[src/pwm_update_regs.vh]
// Register offsets, field positions and reset values of the PWM update control block.
`ifndef PWM_UPDATE_REGS_VH
`define PWM_UPDATE_REGS_VH

// ----------------------------------------------------------------
// Register map
// ----------------------------------------------------------------
`define UPD_ADDR_W 12
`define UPD_CFG_OFFSET 12'h10C
`define UPD_CFG_RESET 32'h00000055
`define UPD_CFG_USED_MASK 32'h000000FF

// ----------------------------------------------------------------
// Field positions in the configuration register
// ----------------------------------------------------------------
`define UPD_GLOBAL_EN_BIT 0
`define UPD_GLOBAL_FORCE_BIT 1
`define UPD_OP_EN_BIT(n) (2 + 2 * (n))
`define UPD_OP_FORCE_BIT(n) (3 + 2 * (n))

// ----------------------------------------------------------------
// Bus encodings
// ----------------------------------------------------------------
`define AHB_HTRANS_NONSEQ_BIT 1
`define AHB_HRESP_OKAY 1'h0

`endif

[src/pwm_update_control.v]
// Update control for the working registers of the three PWM operators, with an AHB-Lite slave.
`timescale 1ns/1ns
`default_nettype none
`include "pwm_update_regs.vh"

// Overview of operation
// - Operator force bit toggle forces that operator's update.
// - Operator updates need operator and global enables set.
// - Global force bit toggle forces whole-unit update.
// - Global enable gates every update; operator enables gate only operator updates.

module pwm_update_control #(
	parameter NUM_OPS = 3
) (
	input wire hclk,
	input wire hresetn,
	input wire hsel,
	input wire [31:0] haddr,
	input wire [1:0] htrans,
	input wire hwrite,
	input wire [2:0] hsize,
	input wire [31:0] hwdata,
	input wire hready,
	output wire hreadyout,
	output wire hresp,
	output wire [31:0] hrdata,
	input wire [NUM_OPS-1:0] op_update_event,
	output wire [NUM_OPS-1:0] op_update_strobe,
	output wire unit_update_strobe,
	output wire [NUM_OPS-1:0] op_update_allowed
);

	// ----------------------------------------------------------------
	// Bus address phase capture
	// ----------------------------------------------------------------
	reg wr_pending_reg;
	reg [`UPD_ADDR_W-1:0] wr_addr_reg;
	reg [31:0] cfg_reg;
	reg [31:0] hrdata_reg;
	reg hreadyout_reg;
	reg hresp_reg;

	wire addr_valid;
	wire rd_sel_cfg;
	wire wr_hits_cfg;
	reg [31:0] cfg_next;

	assign addr_valid = hsel & htrans[`AHB_HTRANS_NONSEQ_BIT] & hready;
	assign rd_sel_cfg = (haddr[`UPD_ADDR_W-1:0] == `UPD_CFG_OFFSET);
	assign wr_hits_cfg = wr_pending_reg & (wr_addr_reg == `UPD_CFG_OFFSET);

	always @(posedge hclk or negedge hresetn)
	begin
		if (!hresetn)
		begin
			wr_pending_reg <= 1'b0;
			wr_addr_reg <= {`UPD_ADDR_W{1'b0}};
			hreadyout_reg <= 1'b0;
			hresp_reg <= `AHB_HRESP_OKAY;
			hrdata_reg <= 32'h00000000;
		end
		else
		begin
			hreadyout_reg <= 1'b1;
			hresp_reg <= `AHB_HRESP_OKAY;
			if (hready)
			begin
				wr_pending_reg <= addr_valid & hwrite;
				wr_addr_reg <= haddr[`UPD_ADDR_W-1:0];
			end
			if (addr_valid & ~hwrite & rd_sel_cfg)
			begin
				// A write in its data phase this cycle is forwarded to the read.
				hrdata_reg <= cfg_next;
			end
			else
			begin
				hrdata_reg <= 32'h00000000;
			end
		end
	end

	// ----------------------------------------------------------------
	// Configuration register
	// ----------------------------------------------------------------
	always @*
	begin
		cfg_next = cfg_reg;
		if (wr_hits_cfg)
		begin
			cfg_next = hwdata & `UPD_CFG_USED_MASK;
		end
	end

	always @(posedge hclk or negedge hresetn)
	begin
		if (!hresetn)
		begin
			cfg_reg <= `UPD_CFG_RESET;
		end
		else
		begin
			cfg_reg <= cfg_next;
		end
	end

	// ----------------------------------------------------------------
	// Toggle detection and update strobes
	// ----------------------------------------------------------------
	wire global_en_next;
	wire global_force_toggle;
	wire [NUM_OPS-1:0] op_en_next;
	wire [NUM_OPS-1:0] op_force_toggle;
	wire [NUM_OPS-1:0] op_allowed_next;
	reg [NUM_OPS-1:0] op_update_strobe_reg;
	reg [NUM_OPS-1:0] op_update_allowed_reg;
	reg unit_update_strobe_reg;

	assign global_en_next = cfg_next[`UPD_GLOBAL_EN_BIT];
	// A changed bit in either direction gives one pulse; an equal rewrite gives none.
	assign global_force_toggle = cfg_next[`UPD_GLOBAL_FORCE_BIT]
		^ cfg_reg[`UPD_GLOBAL_FORCE_BIT];

	genvar i;
	generate
		for (i = 0; i < NUM_OPS; i = i + 1)
		begin : g_op
			assign op_en_next[i] = cfg_next[`UPD_OP_EN_BIT(i)];
			assign op_force_toggle[i] = cfg_next[`UPD_OP_FORCE_BIT(i)]
				^ cfg_reg[`UPD_OP_FORCE_BIT(i)];
			assign op_allowed_next[i] = op_en_next[i] & global_en_next;
		end
	endgenerate

	always @(posedge hclk or negedge hresetn)
	begin
		if (!hresetn)
		begin
			op_update_strobe_reg <= {NUM_OPS{1'b0}};
			op_update_allowed_reg <= {NUM_OPS{1'b0}};
			unit_update_strobe_reg <= 1'b0;
		end
		else
		begin
			op_update_allowed_reg <= op_allowed_next;
			op_update_strobe_reg <= op_allowed_next
				& (op_update_event | op_force_toggle
				| {NUM_OPS{global_force_toggle}});
			unit_update_strobe_reg <= global_force_toggle & global_en_next;
		end
	end

	assign hreadyout = hreadyout_reg;
	assign hresp = hresp_reg;
	assign hrdata = hrdata_reg;
	assign op_update_strobe = op_update_strobe_reg;
	assign unit_update_strobe = unit_update_strobe_reg;
	assign op_update_allowed = op_update_allowed_reg;

endmodule // pwm_update_control

`default_nettype wire

[config.mk]
export PLATFORM = sky130hd
export DESIGN_NAME = pwm_update_control
export DESIGN_NICKNAME = d
export VERILOG_FILES = /design/src/pwm_update_control.v
export VERILOG_INCLUDE_DIRS = /design/src
export SDC_FILE = /design/constraint.sdc
export NUM_CORES = 1
export LEC_CHECK = 0
export ABC_CLOCK_PERIOD_IN_PS = 1850
export BUFFER_PORTS_ARGS = -buffer_cell sky130_fd_sc_hd__buf_2
export CAP_MARGIN = 25
export CORE_MARGIN = 5
export CORE_UTILIZATION = 35
export DETAILED_ROUTE_END_ITERATION = 10
export PLACE_DENSITY = 0.69
export SLEW_MARGIN = 0
export SYNTH_ARGS = -nofsm -noshare
export SYNTH_HDL_FRONTEND = slang
export SYNTH_SLANG_ARGS = --single-unit
[constraint.sdc]
create_clock -name hclk -period 1.85 [get_ports hclk]
set_input_delay 0 -clock hclk [delete_from_list [all_inputs] [get_ports hclk]]
set_output_delay 0 -clock hclk [all_outputs]
set_load 0.02 [all_outputs]
==> flow_summary_export.csv, run 1 <==
group,metric,value,unit
run_status,run_status,"complete, no violations",
final_layout,fin_area,4050,um2
placed_design,io_buffer_count,68,
power,p_switching,0.000747,W
clocking,tritoncts_clock_tree,"done",
timing,rsz0062_at_grt,"no",
logic_synthesis,mux_contribution_to_synthesized_area,7.05,%
global_route,overall_routing_resource_usage,11.9,%
clocking,post_cts_buffers,0,
clocking,cts_max_path_buffers,2,
timing,hold-worst-slack,73.6,ps
power,pwr-share-clk,38.2,%
global_route,grt_pass1_vias,2104,
floorplanning,fp.dieArea,10800,um2
final_layout,area.growth.synth_to_final,31.2,%
power,p_leak,2.13,nW
placed_design,place_congestion,0.759,
placed_design,placedInstanceArea,3590,um2
timing,fmax,568,MHz
logic_synthesis,synth.cell_area,3090,um2
logic_synthesis,synth_area_leader_cell,"sky130_fd_sc_hd__dfrtp_1",
logic_synthesis,yosys.area_share.xor_xnor,1.13,%
timing,finClkSkew,16.6,ps
critical_path,critical_path_arrival,1990,ps
timing,timing.final.hold_violations,0,
clocking,cts-htree-levels,3,
global_route,grt_first_pass_wirelength,10400,um
timing,timing.final.max_slew_violations,0,
logic_synthesis,sequential_cell_area_fraction_in_the_yosys_report,69.0,%
final_layout,final_net_count,389,
clocking,cts_inserted_buffers,9,
power,netSwitchingFraction,22.0,%
drt,antenna_violating_nets_post_route,0,
power,p_int,0.00265,W
drt,vias,1893,
logic_synthesis,cell_count_after_synthesis,209,
global_route,grt_overflow,0,
timing,report.final.setup_viol,0,
critical_path,worst_path_max_delay_cell,"sky130_fd_sc_hd__dfrtp_1",
floorplanning,die-height,104,um
global_route,antenna_found_initial,0,
floorplanning,core_area,8680,um2
drt,finalWirelength,5900,um
global_route,grt_max_degree,54,
floorplanning,start_util,35.6,%
floorplanning,num_io_pins,118,
drt,drt-initial-drc-count,37,
floorplanning,placement_rows,34,
logic_synthesis,post_synth_and_or_nand_nor_area_fraction,17.8,%
critical_path,timing.critical_path.to_type,"flip-flop",
logic_synthesis,syn-mean-instance-area,14.8,um2
final_layout,insertedDiodeCount,0,
floorplanning,fp.dieW,104,um
logic_synthesis,syn_nets,286,
final_layout,drive_gt1_share,38.3,%
critical_path,worst_ep_required_time,2080,ps
critical_path,critPathKind,"reg2reg",
final_layout,ff_latch_area,2130,um2
logic_synthesis,async_reset_ff_share,100,%
logic_synthesis,synth_largest_type_area_fraction,65.6,%
power,ratio_of_total_power_to_cell_area,838,nW/um2
final_layout,multiInputGateArea,901,um2
logic_synthesis,synth.ff_latch_count,85,
timing,tns,0,ps
power,pwr-share-comb,5.6,%
logic_synthesis,synth_adder_area_share,0,%
timing,fin_crit_sh,95.1,%
critical_path,crit_path_max_incr_delay,420,ps
logic_synthesis,synth_edf_count,0,
critical_path,timing.critical_path.fanout_max,16,
logic_synthesis,combinational_family_with_the_most_area_after_synthesis,"simple AND/OR/NAND/NOR gates",
drt,route.detailed.drc,0,
drt,post_drt_wl_per_cell,13.9,um
logic_synthesis,synth-main-ff-cell,"sky130_fd_sc_hd__dfrtp_1",
critical_path,crit_path_cell_trace,"nor4bb_4 -> and4_4 -> buf_12 -> mux2_2 -> and2_1",
logic_synthesis,synth.cells.most_frequent,"sky130_fd_sc_hd__dfrtp_1 (81), sky130_fd_sc_hd__and2_1 (56), sky130_fd_sc_hd__mux2_2 (18)",
drt,via_per_inst,4.46,
drt,drt-pass1-iter-count,4,
clocking,cts_sinks,85,
power,worst_ir_drop_vdd,0.000519,V
power,pwr-share-seq,56.2,%
logic_synthesis,synth.distinct_cells,31,
clocking,clock_latency,340,ps
placed_design,post-dp-hpwl,4040,um
logic_synthesis,synth-warning-count,0,
critical_path,cp-start-kind,"flip-flop",
logic_synthesis,synth-compound-area-share,2.47,%
clocking,clockRootBuffer,"sky130_fd_sc_hd__clkbuf_8",
logic_synthesis,yosys-top-cells-area,"sky130_fd_sc_hd__dfrtp_1 (66%), sky130_fd_sc_hd__and2_1 (11%), sky130_fd_sc_hd__mux2_2 (6.6%)",
placed_design,dpl.cell_count,384,
final_layout,finish.cell_count_without_fillers,424,
flow_run,drv_cap,0,
final_layout,num-fill-cells,769,
logic_synthesis,post-synth-top-count-cell,"sky130_fd_sc_hd__dfrtp_1",
min_path,holdCritPathClass,"in2reg",
timing,timing.final.crit_period,1760,ps
clocking,clk_pin_slew,90,ps
per-layer routing:
metal,vias up,wire (um),GRT usage [%]
met2,52,2710,18.2
met5,-,0,0
met1,939,2760,15.7
met3,6,365,4.41
li1,896,-,-
met4,0,65,3.89
stage by stage:
stage	total power, W	setup WS (ps)	utilization (%)
global placement	0.00209	111	41.3
floorplan	0.00200	171	-
detailed placement	0.00210	76.6	41.3
global route	0.00354	15.0	46.7
finish	0.00339	90.3	46.7
CTS	0.00345	64.3	46.5
area by class of cell:
type,count,area share [%]
clock buffers,10,3.40
inverters,1,0.0926
flip-flops and latches,85,52.6
well taps,108,3.34
multi-input cells,114,22.2
clock inverters,5,1.48
repair buffers,101,16.8
power by group through the flow:
stage | Sequential (W) | Clock [W] | Combinational, W
final | 0.00191 | 0.00130 | 0.000190
after global routing | 0.00191 | 0.00141 | 0.000213
after CTS | 0.00191 | 0.00135 | 0.000192
after detailed placement | 0.00194 | 0 | 0.000151
after global placement | 0.00194 | 0 | 0.000146
after floorplan | 0.00194 | 0 | 0.0000541
cell usage in the layout, fill, tap and decap left out, drive strengths merged:
master / count
clkinv: 2
nand4: 2
and4: 1
conb: 2
xor2: 4
dlygate4sd3: 25
nor4b: 1
nand2: 3
o32a: 3
mux2: 19
nor2b: 1
and3: 5
nor3b: 1
dfrtp: 81
clkbuf: 10
inv: 2
buf: 76
nor4bb: 2
a22o: 1
clkinvlp: 1
and2: 56
bufinv: 1
a21boi: 1
nor4: 2
nor2: 4
nand3: 3
dfstp: 4
a32o: 3
what timing repair did:
item,4_1_cts,5_1_grt
resized for setup,0,4
setup endpoints to repair,0,5
hold buffers,25,0
endpoints found under the hold margin,94,0
logic make-up after synthesis:
logic type	count (synthesis)
AND/OR/NAND/NOR	81
XOR/XNOR	4
buffers and inverters	10
other	2
multiplexers	19
AO/OA/AOI/OAI	8
flip-flops	85
worst max-delay path, delay by kind of cell, from the launching register on:
| family | cells | cell delay (ps) |
|---|---|---|
| simple gates | 3 | 740 |
| mux | 1 | 340 |
| buf+inv | 1 | 140 |
| flops | 1 | 420 |
path summary, 6_finish.rpt:
check | end | depth (start not counted) | startpoint | slack, ps
min in group asynchronous | hrdata[17] | 2 | hresetn | 120
setup reg to reg | hrdata[1] | 5 | wr_addr_reg[10] | 90
setup / recovery | hrdata[1] | 5 | wr_addr_reg[10] | 90
hold / removal | wr_pending_reg | 3 | hsel | 70
hold reg to reg | cfg_reg[23] | 1 | cfg_reg[23] | 480
max in group asynchronous | cfg_reg[4] | 3 | hresetn | 1050
Power figures use the tool's default switching activity.
==> run 2: changes to the inputs <==
Settings changed: CELL_PAD_IN_SITES_DETAIL_PLACEMENT set to 2, CELL_PAD_IN_SITES_GLOBAL_PLACEMENT set to 2, CORE_UTILIZATION 35 to 31, PLACE_DENSITY 0.69 to 0.87.
==> run 2 against run 1 <==
Net effect:
- first-iteration DRC count rose by 14%
- global-route usage rose by 1.5 points
- non-clock buffer count rose by 1
- hold slack got worse by 22 ps
==> flow_summary_export.csv, run 2 (synthesis results as in run 1) <==
group,metric,value,unit
flow_run,drv_cap,0,
clocking,clk_pin_slew,90,ps
final_layout,final_net_count,390,
drt,drt-initial-drc-count,42,
placed_design,post-dp-hpwl,5040,um
timing,timing.final.hold_violations,0,
floorplanning,core_area,9730,um2
final_layout,num-fill-cells,1002,
clocking,cts-htree-levels,3,
critical_path,timing.critical_path.from,"wr_addr_reg[4]",
power,p_int,0.00284,W
timing,rsz0062_at_grt,"yes",
final_layout,final_common_cell,"sky130_fd_sc_hd__dfrtp_1",
critical_path,critical_path_arrival,2020,ps
power,pwr-share-clk,41.7,%
drt,route.detailed.drc,0,
critical_path,setup.reg_to_reg.worst_slack,70,ps
clocking,cts_sinks,85,
global_route,overall_routing_resource_usage,13.4,%
global_route,grt_overflow,0,
power,p_leak,2.16,nW
final_layout,most_frequent_cells_in_the_layout,"sky130_fd_sc_hd__dfrtp_1 (81), sky130_fd_sc_hd__buf_2 (67), sky130_fd_sc_hd__and2_1 (56), sky130_fd_sc_hd__dlygate4sd3_1 (25), sky130_fd_sc_hd__mux2_2 (18)",
global_route,groute.layer.met2.usage,24.2,%
placed_design,place_congestion,0.713,
min_path,holdCritPathClass,"in2reg",
critical_path,worst_ep_required_time,2090,ps
placed_design,place_ws,45.1,ps
floorplanning,die-height,110,um
power,ratio_of_total_power_to_cell_area,878,nW/um2
drt,via_per_inst,4.36,
global_route,antenna_found_initial,0,
power,netSwitchingFraction,21.6,%
power,pwr-share-comb,5.5,%
global_route,grtUsageMet1,15.3,%
floorplanning,fp.dieArea,12100,um2
critical_path,crit_path_max_incr_delay,430,ps
timing,post-route-worst-setup-slack,70.1,ps
power,p_switching,0.000783,W
power,worst_ir_drop_vdd,0.000406,V
placed_design,io_buffer_count,68,
timing,timing.final.crit_period,1780,ps
drt,antenna_violating_nets_post_route,0,
global_route,grt_first_pass_wirelength,12100,um
critical_path,timing.critical_path.to_type,"flip-flop",
drt,vias,1967,
final_layout,area.growth.synth_to_final,33.5,%
global_route,globalRouteMet3Util,2.82,%
final_layout,drive_gt1_share,38.4,%
timing,report.final.setup_viol,0,
critical_path,worst_path_max_delay_cell,"sky130_fd_sc_hd__dfrtp_1",
timing,hold-worst-slack,52.0,ps
clocking,clockRootBuffer,"sky130_fd_sc_hd__clkbuf_8",
timing,fmax,562,MHz
timing,fin_crit_sh,96.2,%
global_route,top_usage_layer,"met2",
clocking,tritoncts_clock_tree,"done",
floorplanning,num_io_pins,118,
critical_path,crit_path_cell_trace,"nor4_4 -> and4_4 -> buf_12 -> mux2_2 -> and2_1",
drt,finalWirelength,7480,um
floorplanning,fp.dieW,110,um
floorplanning,start_util,31.7,%
clocking,cts_max_path_buffers,2,
critical_path,worstReg2RegStart,"wr_addr_reg[4]",
global_route,grt_max_degree,51,
min_path,hold_start,"htrans[1]",
clocking,cts_inserted_buffers,9,
floorplanning,placement_rows,36,
critical_path,timing.critical_path.fanout_max,16,
timing,finClkSkew,11.7,ps
run_status,run_status,"complete, no violations",
drt,post_drt_wl_per_cell,16.6,um
clocking,clock_latency,350,ps
global_route,grt_pass1_vias,2309,
power,pwr-share-seq,52.8,%
final_layout,insertedDiodeCount,0,
timing,timing.final.max_slew_violations,0,
drt,drt-pass1-iter-count,4,
critical_path,critPathKind,"reg2reg",
critical_path,cp-start-kind,"flip-flop",
## run 2: cell type report
cell class | instances | area, um2 | area share [%]
multi-input cells | 114 | 901 | 21.9
clock buffers | 12 | 155 | 3.76
inverters | 1 | 3.75 | 0.0911
repair buffers | 102 | 686 | 16.6
well taps | 133 | 166 | 4.04
clock inverters | 4 | 77.6 | 1.88
flip-flops and latches | 85 | 2130 | 51.7
## run 2: per-layer routing
layer  wire length (um)  share of wire, %  vias to the layer above
met5                  0                 0                        -
met4                 94               1.3                        0
met3                320               4.3                        8
met2               4040                54                       53
met1               3020                40                     1012
li1                   -                 -                      894
## run 2: path summary, 6_finish.rpt
kind                                       end  cells past startpoint
worst max-delay path                 hrdata[5]                      5
worst min-delay path            wr_pending_reg                      3
worst max register to register       hrdata[5]                      5
worst min register to register     cfg_reg[18]                      1
max in group asynchronous           cfg_reg[6]                      3
min in group asynchronous           hrdata[13]                      2
## run 2: power by group through the flow
stage / registers [W] / logic [W] / clock network, W
finish: 0.00191 / 0.000198 / 0.00151
global route: 0.00191 / 0.000220 / 0.00165
CTS: 0.00191 / 0.000198 / 0.00156
detailed placement: 0.00195 / 0.000156 / 0
global placement: 0.00194 / 0.000148 / 0
floorplan: 0.00194 / 0.0000541 / 0
## run 2: worst max-delay path, delay by kind of cell (launching register included)
family / cells / cell delay [ps]
buffers and inverters: 1 / 140
DFF: 1 / 430
muxes: 1 / 360
and+or+nand+nor: 3 / 740
## run 2: through the flow
step / util (%) / power [W] / TNS (ps) / instance area [um2] / cells
finish: 42.4 / 0.00362 / 0 / 4120 / 451
global route: 42.4 / 0.00378 / -21.3 / 4120 / 451
global placement: 37.2 / 0.00209 / 0 / 3620 / 409
detailed placement: 37.2 / 0.00210 / 0 / 3620 / 409
CTS: 42.1 / 0.00367 / 0 / 4100 / 450
floorplan: - / 0.00200 / 0 / 3090 / 209
## run 2: timing repair
item / in CTS / in global routing
endpoints found under the hold margin: 64 / 0
hold buffers: 25 / 0
resized for setup: 0 / 4
setup buffers: 0 / 1
setup endpoints to repair: 0 / 8
==> run 3: changes to the inputs <==
Settings changed: CELL_PAD_IN_SITES_DETAIL_PLACEMENT 2 to 1, CELL_PAD_IN_SITES_GLOBAL_PLACEMENT 2 to 1, CORE_UTILIZATION 31 to 35, PLACE_DENSITY 0.87 to 0.82.
==> run 3 against run 2 <==
Net effect:
- worst setup slack improved by 33 ps
- via count fell by 1.8%
- non-clock buffer count fell by 1
- hold slack got worse by 11 ps
- critical path depth did not move
- sequential power barely moved
- die area fell by 10%
- cell count fell by 5.8%
- count of clock-buffer cells in the layout fell by 3
- clock power fell by 20%
- clock skew rose by 1.7 ps
- combinational power fell by 3%
- largest cell class unchanged
- largest power group unchanged
- highest routed layer unchanged
==> flow_summary_export.csv, run 3 (synthesis results as in run 1) <==
group,metric,value,unit
run_status,run_status,"complete, no violations",
global_route,overall_routing_resource_usage,12.8,%
final_layout,finish.cell_count_without_fillers,425,
floorplanning,die-height,104,um
power,pwr-share-comb,5.8,%
global_route,grt_first_pass_wirelength,11100,um
final_layout,final_common_cell,"sky130_fd_sc_hd__dfrtp_1",
clocking,cts_inserted_buffers,9,
critical_path,timing.critical_path.fanout_max,16,
critical_path,worst_path_max_delay_cell,"sky130_fd_sc_hd__dfrtp_1",
clocking,cts-htree-levels,3,
timing,tns,0,ps
final_layout,num-fill-cells,914,
timing,report.final.setup_viol,0,
clocking,post_cts_buffers,0,
critical_path,cp-start-kind,"flip-flop",
floorplanning,fp.dieW,104,um
timing,timing.final.crit_period,1750,ps
global_route,grt_overflow,0,
drt,route.detailed.drc,0,
final_layout,ff_latch_area,2130,um2
critical_path,critical_path_arrival,1990,ps
floorplanning,start_util,35.6,%
timing,finClkSkew,13.5,ps
drt,vias,1931,
critical_path,worst_ep_required_time,2090,ps
clocking,cts_sinks,85,
critical_path,setup.reg_to_reg.worst_slack,100,ps
global_route,grt_pass1_vias,2163,
timing,rsz0062_at_grt,"no",
final_layout,most_frequent_cells_in_the_layout,"sky130_fd_sc_hd__dfrtp_1 (81), sky130_fd_sc_hd__buf_2 (67), sky130_fd_sc_hd__and2_1 (56), sky130_fd_sc_hd__dlygate4sd3_1 (25), sky130_fd_sc_hd__mux2_2 (18)",
drt,antenna_violating_nets_post_route,0,
power,p_leak,2.13,nW
critical_path,worstRegToRegCells,5,
critical_path,crit_family,"simple AND/OR/NAND/NOR gates",
clocking,cts_max_path_buffers,2,
global_route,antenna_found_initial,0,
global_route,grt_max_degree,53,
power,p_int,0.00250,W
timing,fmax,573,MHz
critical_path,critPathKind,"reg2reg",
power,p_switching,0.000814,W
timing,fin_crit_sh,94.4,%
power,netSwitchingFraction,24.6,%
critical_path,crit_path_max_incr_delay,410,ps
critical_path,timing.critical_path.from,"wr_addr_reg[5]",
timing,post-route-worst-setup-slack,104,ps
power,pwr-share-seq,57.7,%
flow_run,drv_cap,0,
critical_path,path_buf_inv,1,
placed_design,post-dp-hpwl,4440,um
critical_path,worstReg2RegStart,"wr_addr_reg[5]",
floorplanning,placement_rows,34,
floorplanning,num_io_pins,118,
critical_path,worst_r2r_endpoint,"hrdata[2]",
drt,drt-pass1-iter-count,4,
power,ratio_of_total_power_to_cell_area,822,nW/um2
placed_design,place_congestion,0.773,
final_layout,final_net_count,389,
clocking,clk_pin_slew,90,ps
power,power.total,0.00331,W
floorplanning,fp.dieArea,10800,um2
clocking,clockRootBuffer,"sky130_fd_sc_hd__clkbuf_8",
floorplanning,core_area,8680,um2
placed_design,dpl.cell_count,384,
drt,via_per_inst,4.54,
final_layout,area.growth.synth_to_final,30.4,%
critical_path,timing.critical_path.depth,5,
final_layout,insertedDiodeCount,0,
drt,drt-initial-drc-count,51,
timing,timing.final.hold_violations,0,
drt,finalWirelength,6640,um
final_layout,multiInputGateArea,895,um2
placed_design,io_buffer_count,68,
critical_path,timing.critical_path.to_type,"flip-flop",
placed_design,place_ws,66.4,ps
min_path,holdCritPathClass,"in2reg",
timing,timing.final.max_slew_violations,0,
final_layout,drive_gt1_share,38.2,%
power,worst_ir_drop_vdd,0.000323,V
clocking,tritoncts_clock_tree,"done",
power,pwr-share-clk,36.5,%
critical_path,critical_path.endpoint,"hrdata[2]",
drt,post_drt_wl_per_cell,15.6,um
clocking,clock_latency,350,ps
critical_path,crit_path_cell_trace,"nor4_4 -> and4_4 -> buf_12 -> mux2_2 -> and2_1",
==> run 3: power by group through the flow <==
stage | Clock [W] | Combinational (W) | Sequential (W)
2_1_floorplan | 0 | 0.0000541 | 0.00194
3_3_place_gp | 0 | 0.000146 | 0.00194
3_5_place_dp | 0 | 0.000153 | 0.00195
4_1_cts | 0.00127 | 0.000195 | 0.00191
5_1_grt | 0.00135 | 0.000214 | 0.00191
6_report | 0.00121 | 0.000192 | 0.00191
==> run 3: worst min path at each step <==
stage / cells past startpoint / endpoint / slack, ps / from
floorplan: 0 / cfg_reg[10] / -300 / hresetn
global placement: 1 / cfg_reg[7] / -30 / hresetn
detailed placement: 1 / hrdata[7] / -30 / hresetn
CTS: 3 / wr_pending_reg / 10 / htrans[1]
global route: 3 / wr_pending_reg / 40 / htrans[1]
finish: 3 / wr_pending_reg / 40 / htrans[1]
==> run 3: cell type report <==
class / instances / area share [%]
Tap cell: 108 / 3.36
Inverter: 1 / 0.0932
Clock inverter: 7 / 1.46
Sequential cell: 85 / 53.0
Multi-Input combinational cell: 114 / 22.2
Clock buffer: 9 / 3.08
Timing Repair Buffer: 101 / 16.8
==> run 3: routing by layer <==
layer / wire [um] / GRT usage [%]
met5: 0 / 0
met1: 2810 / 15.4
met3: 404 / 4.78
met2: 3380 / 21.3
met4: 45 / 3.89
==> run 3: stage by stage <==
step / utilization (%) / hold slack (ps) / cell area (um2)
floorplan: - / -296 / 3090
global placement: 41.3 / -30.6 / 3590
detailed placement: 41.3 / -27.1 / 3590
CTS: 46.3 / 12.9 / 4020
global route: 46.4 / 37.3 / 4030
finish: 46.4 / 41.0 / 4030
==> run 3: tightest hold or removal path, stage by stage <==
cell	delay, ps
sky130_fd_sc_hd__buf_2	70
sky130_fd_sc_hd__and3_1	150
sky130_fd_sc_hd__a22o_1	120
==> run 3: what timing repair did <==
action	in CTS	in global routing
hold buffers	25	0
endpoints found under the setup margin	0	4
gates resized for setup	0	2
hold endpoints to repair	97	0
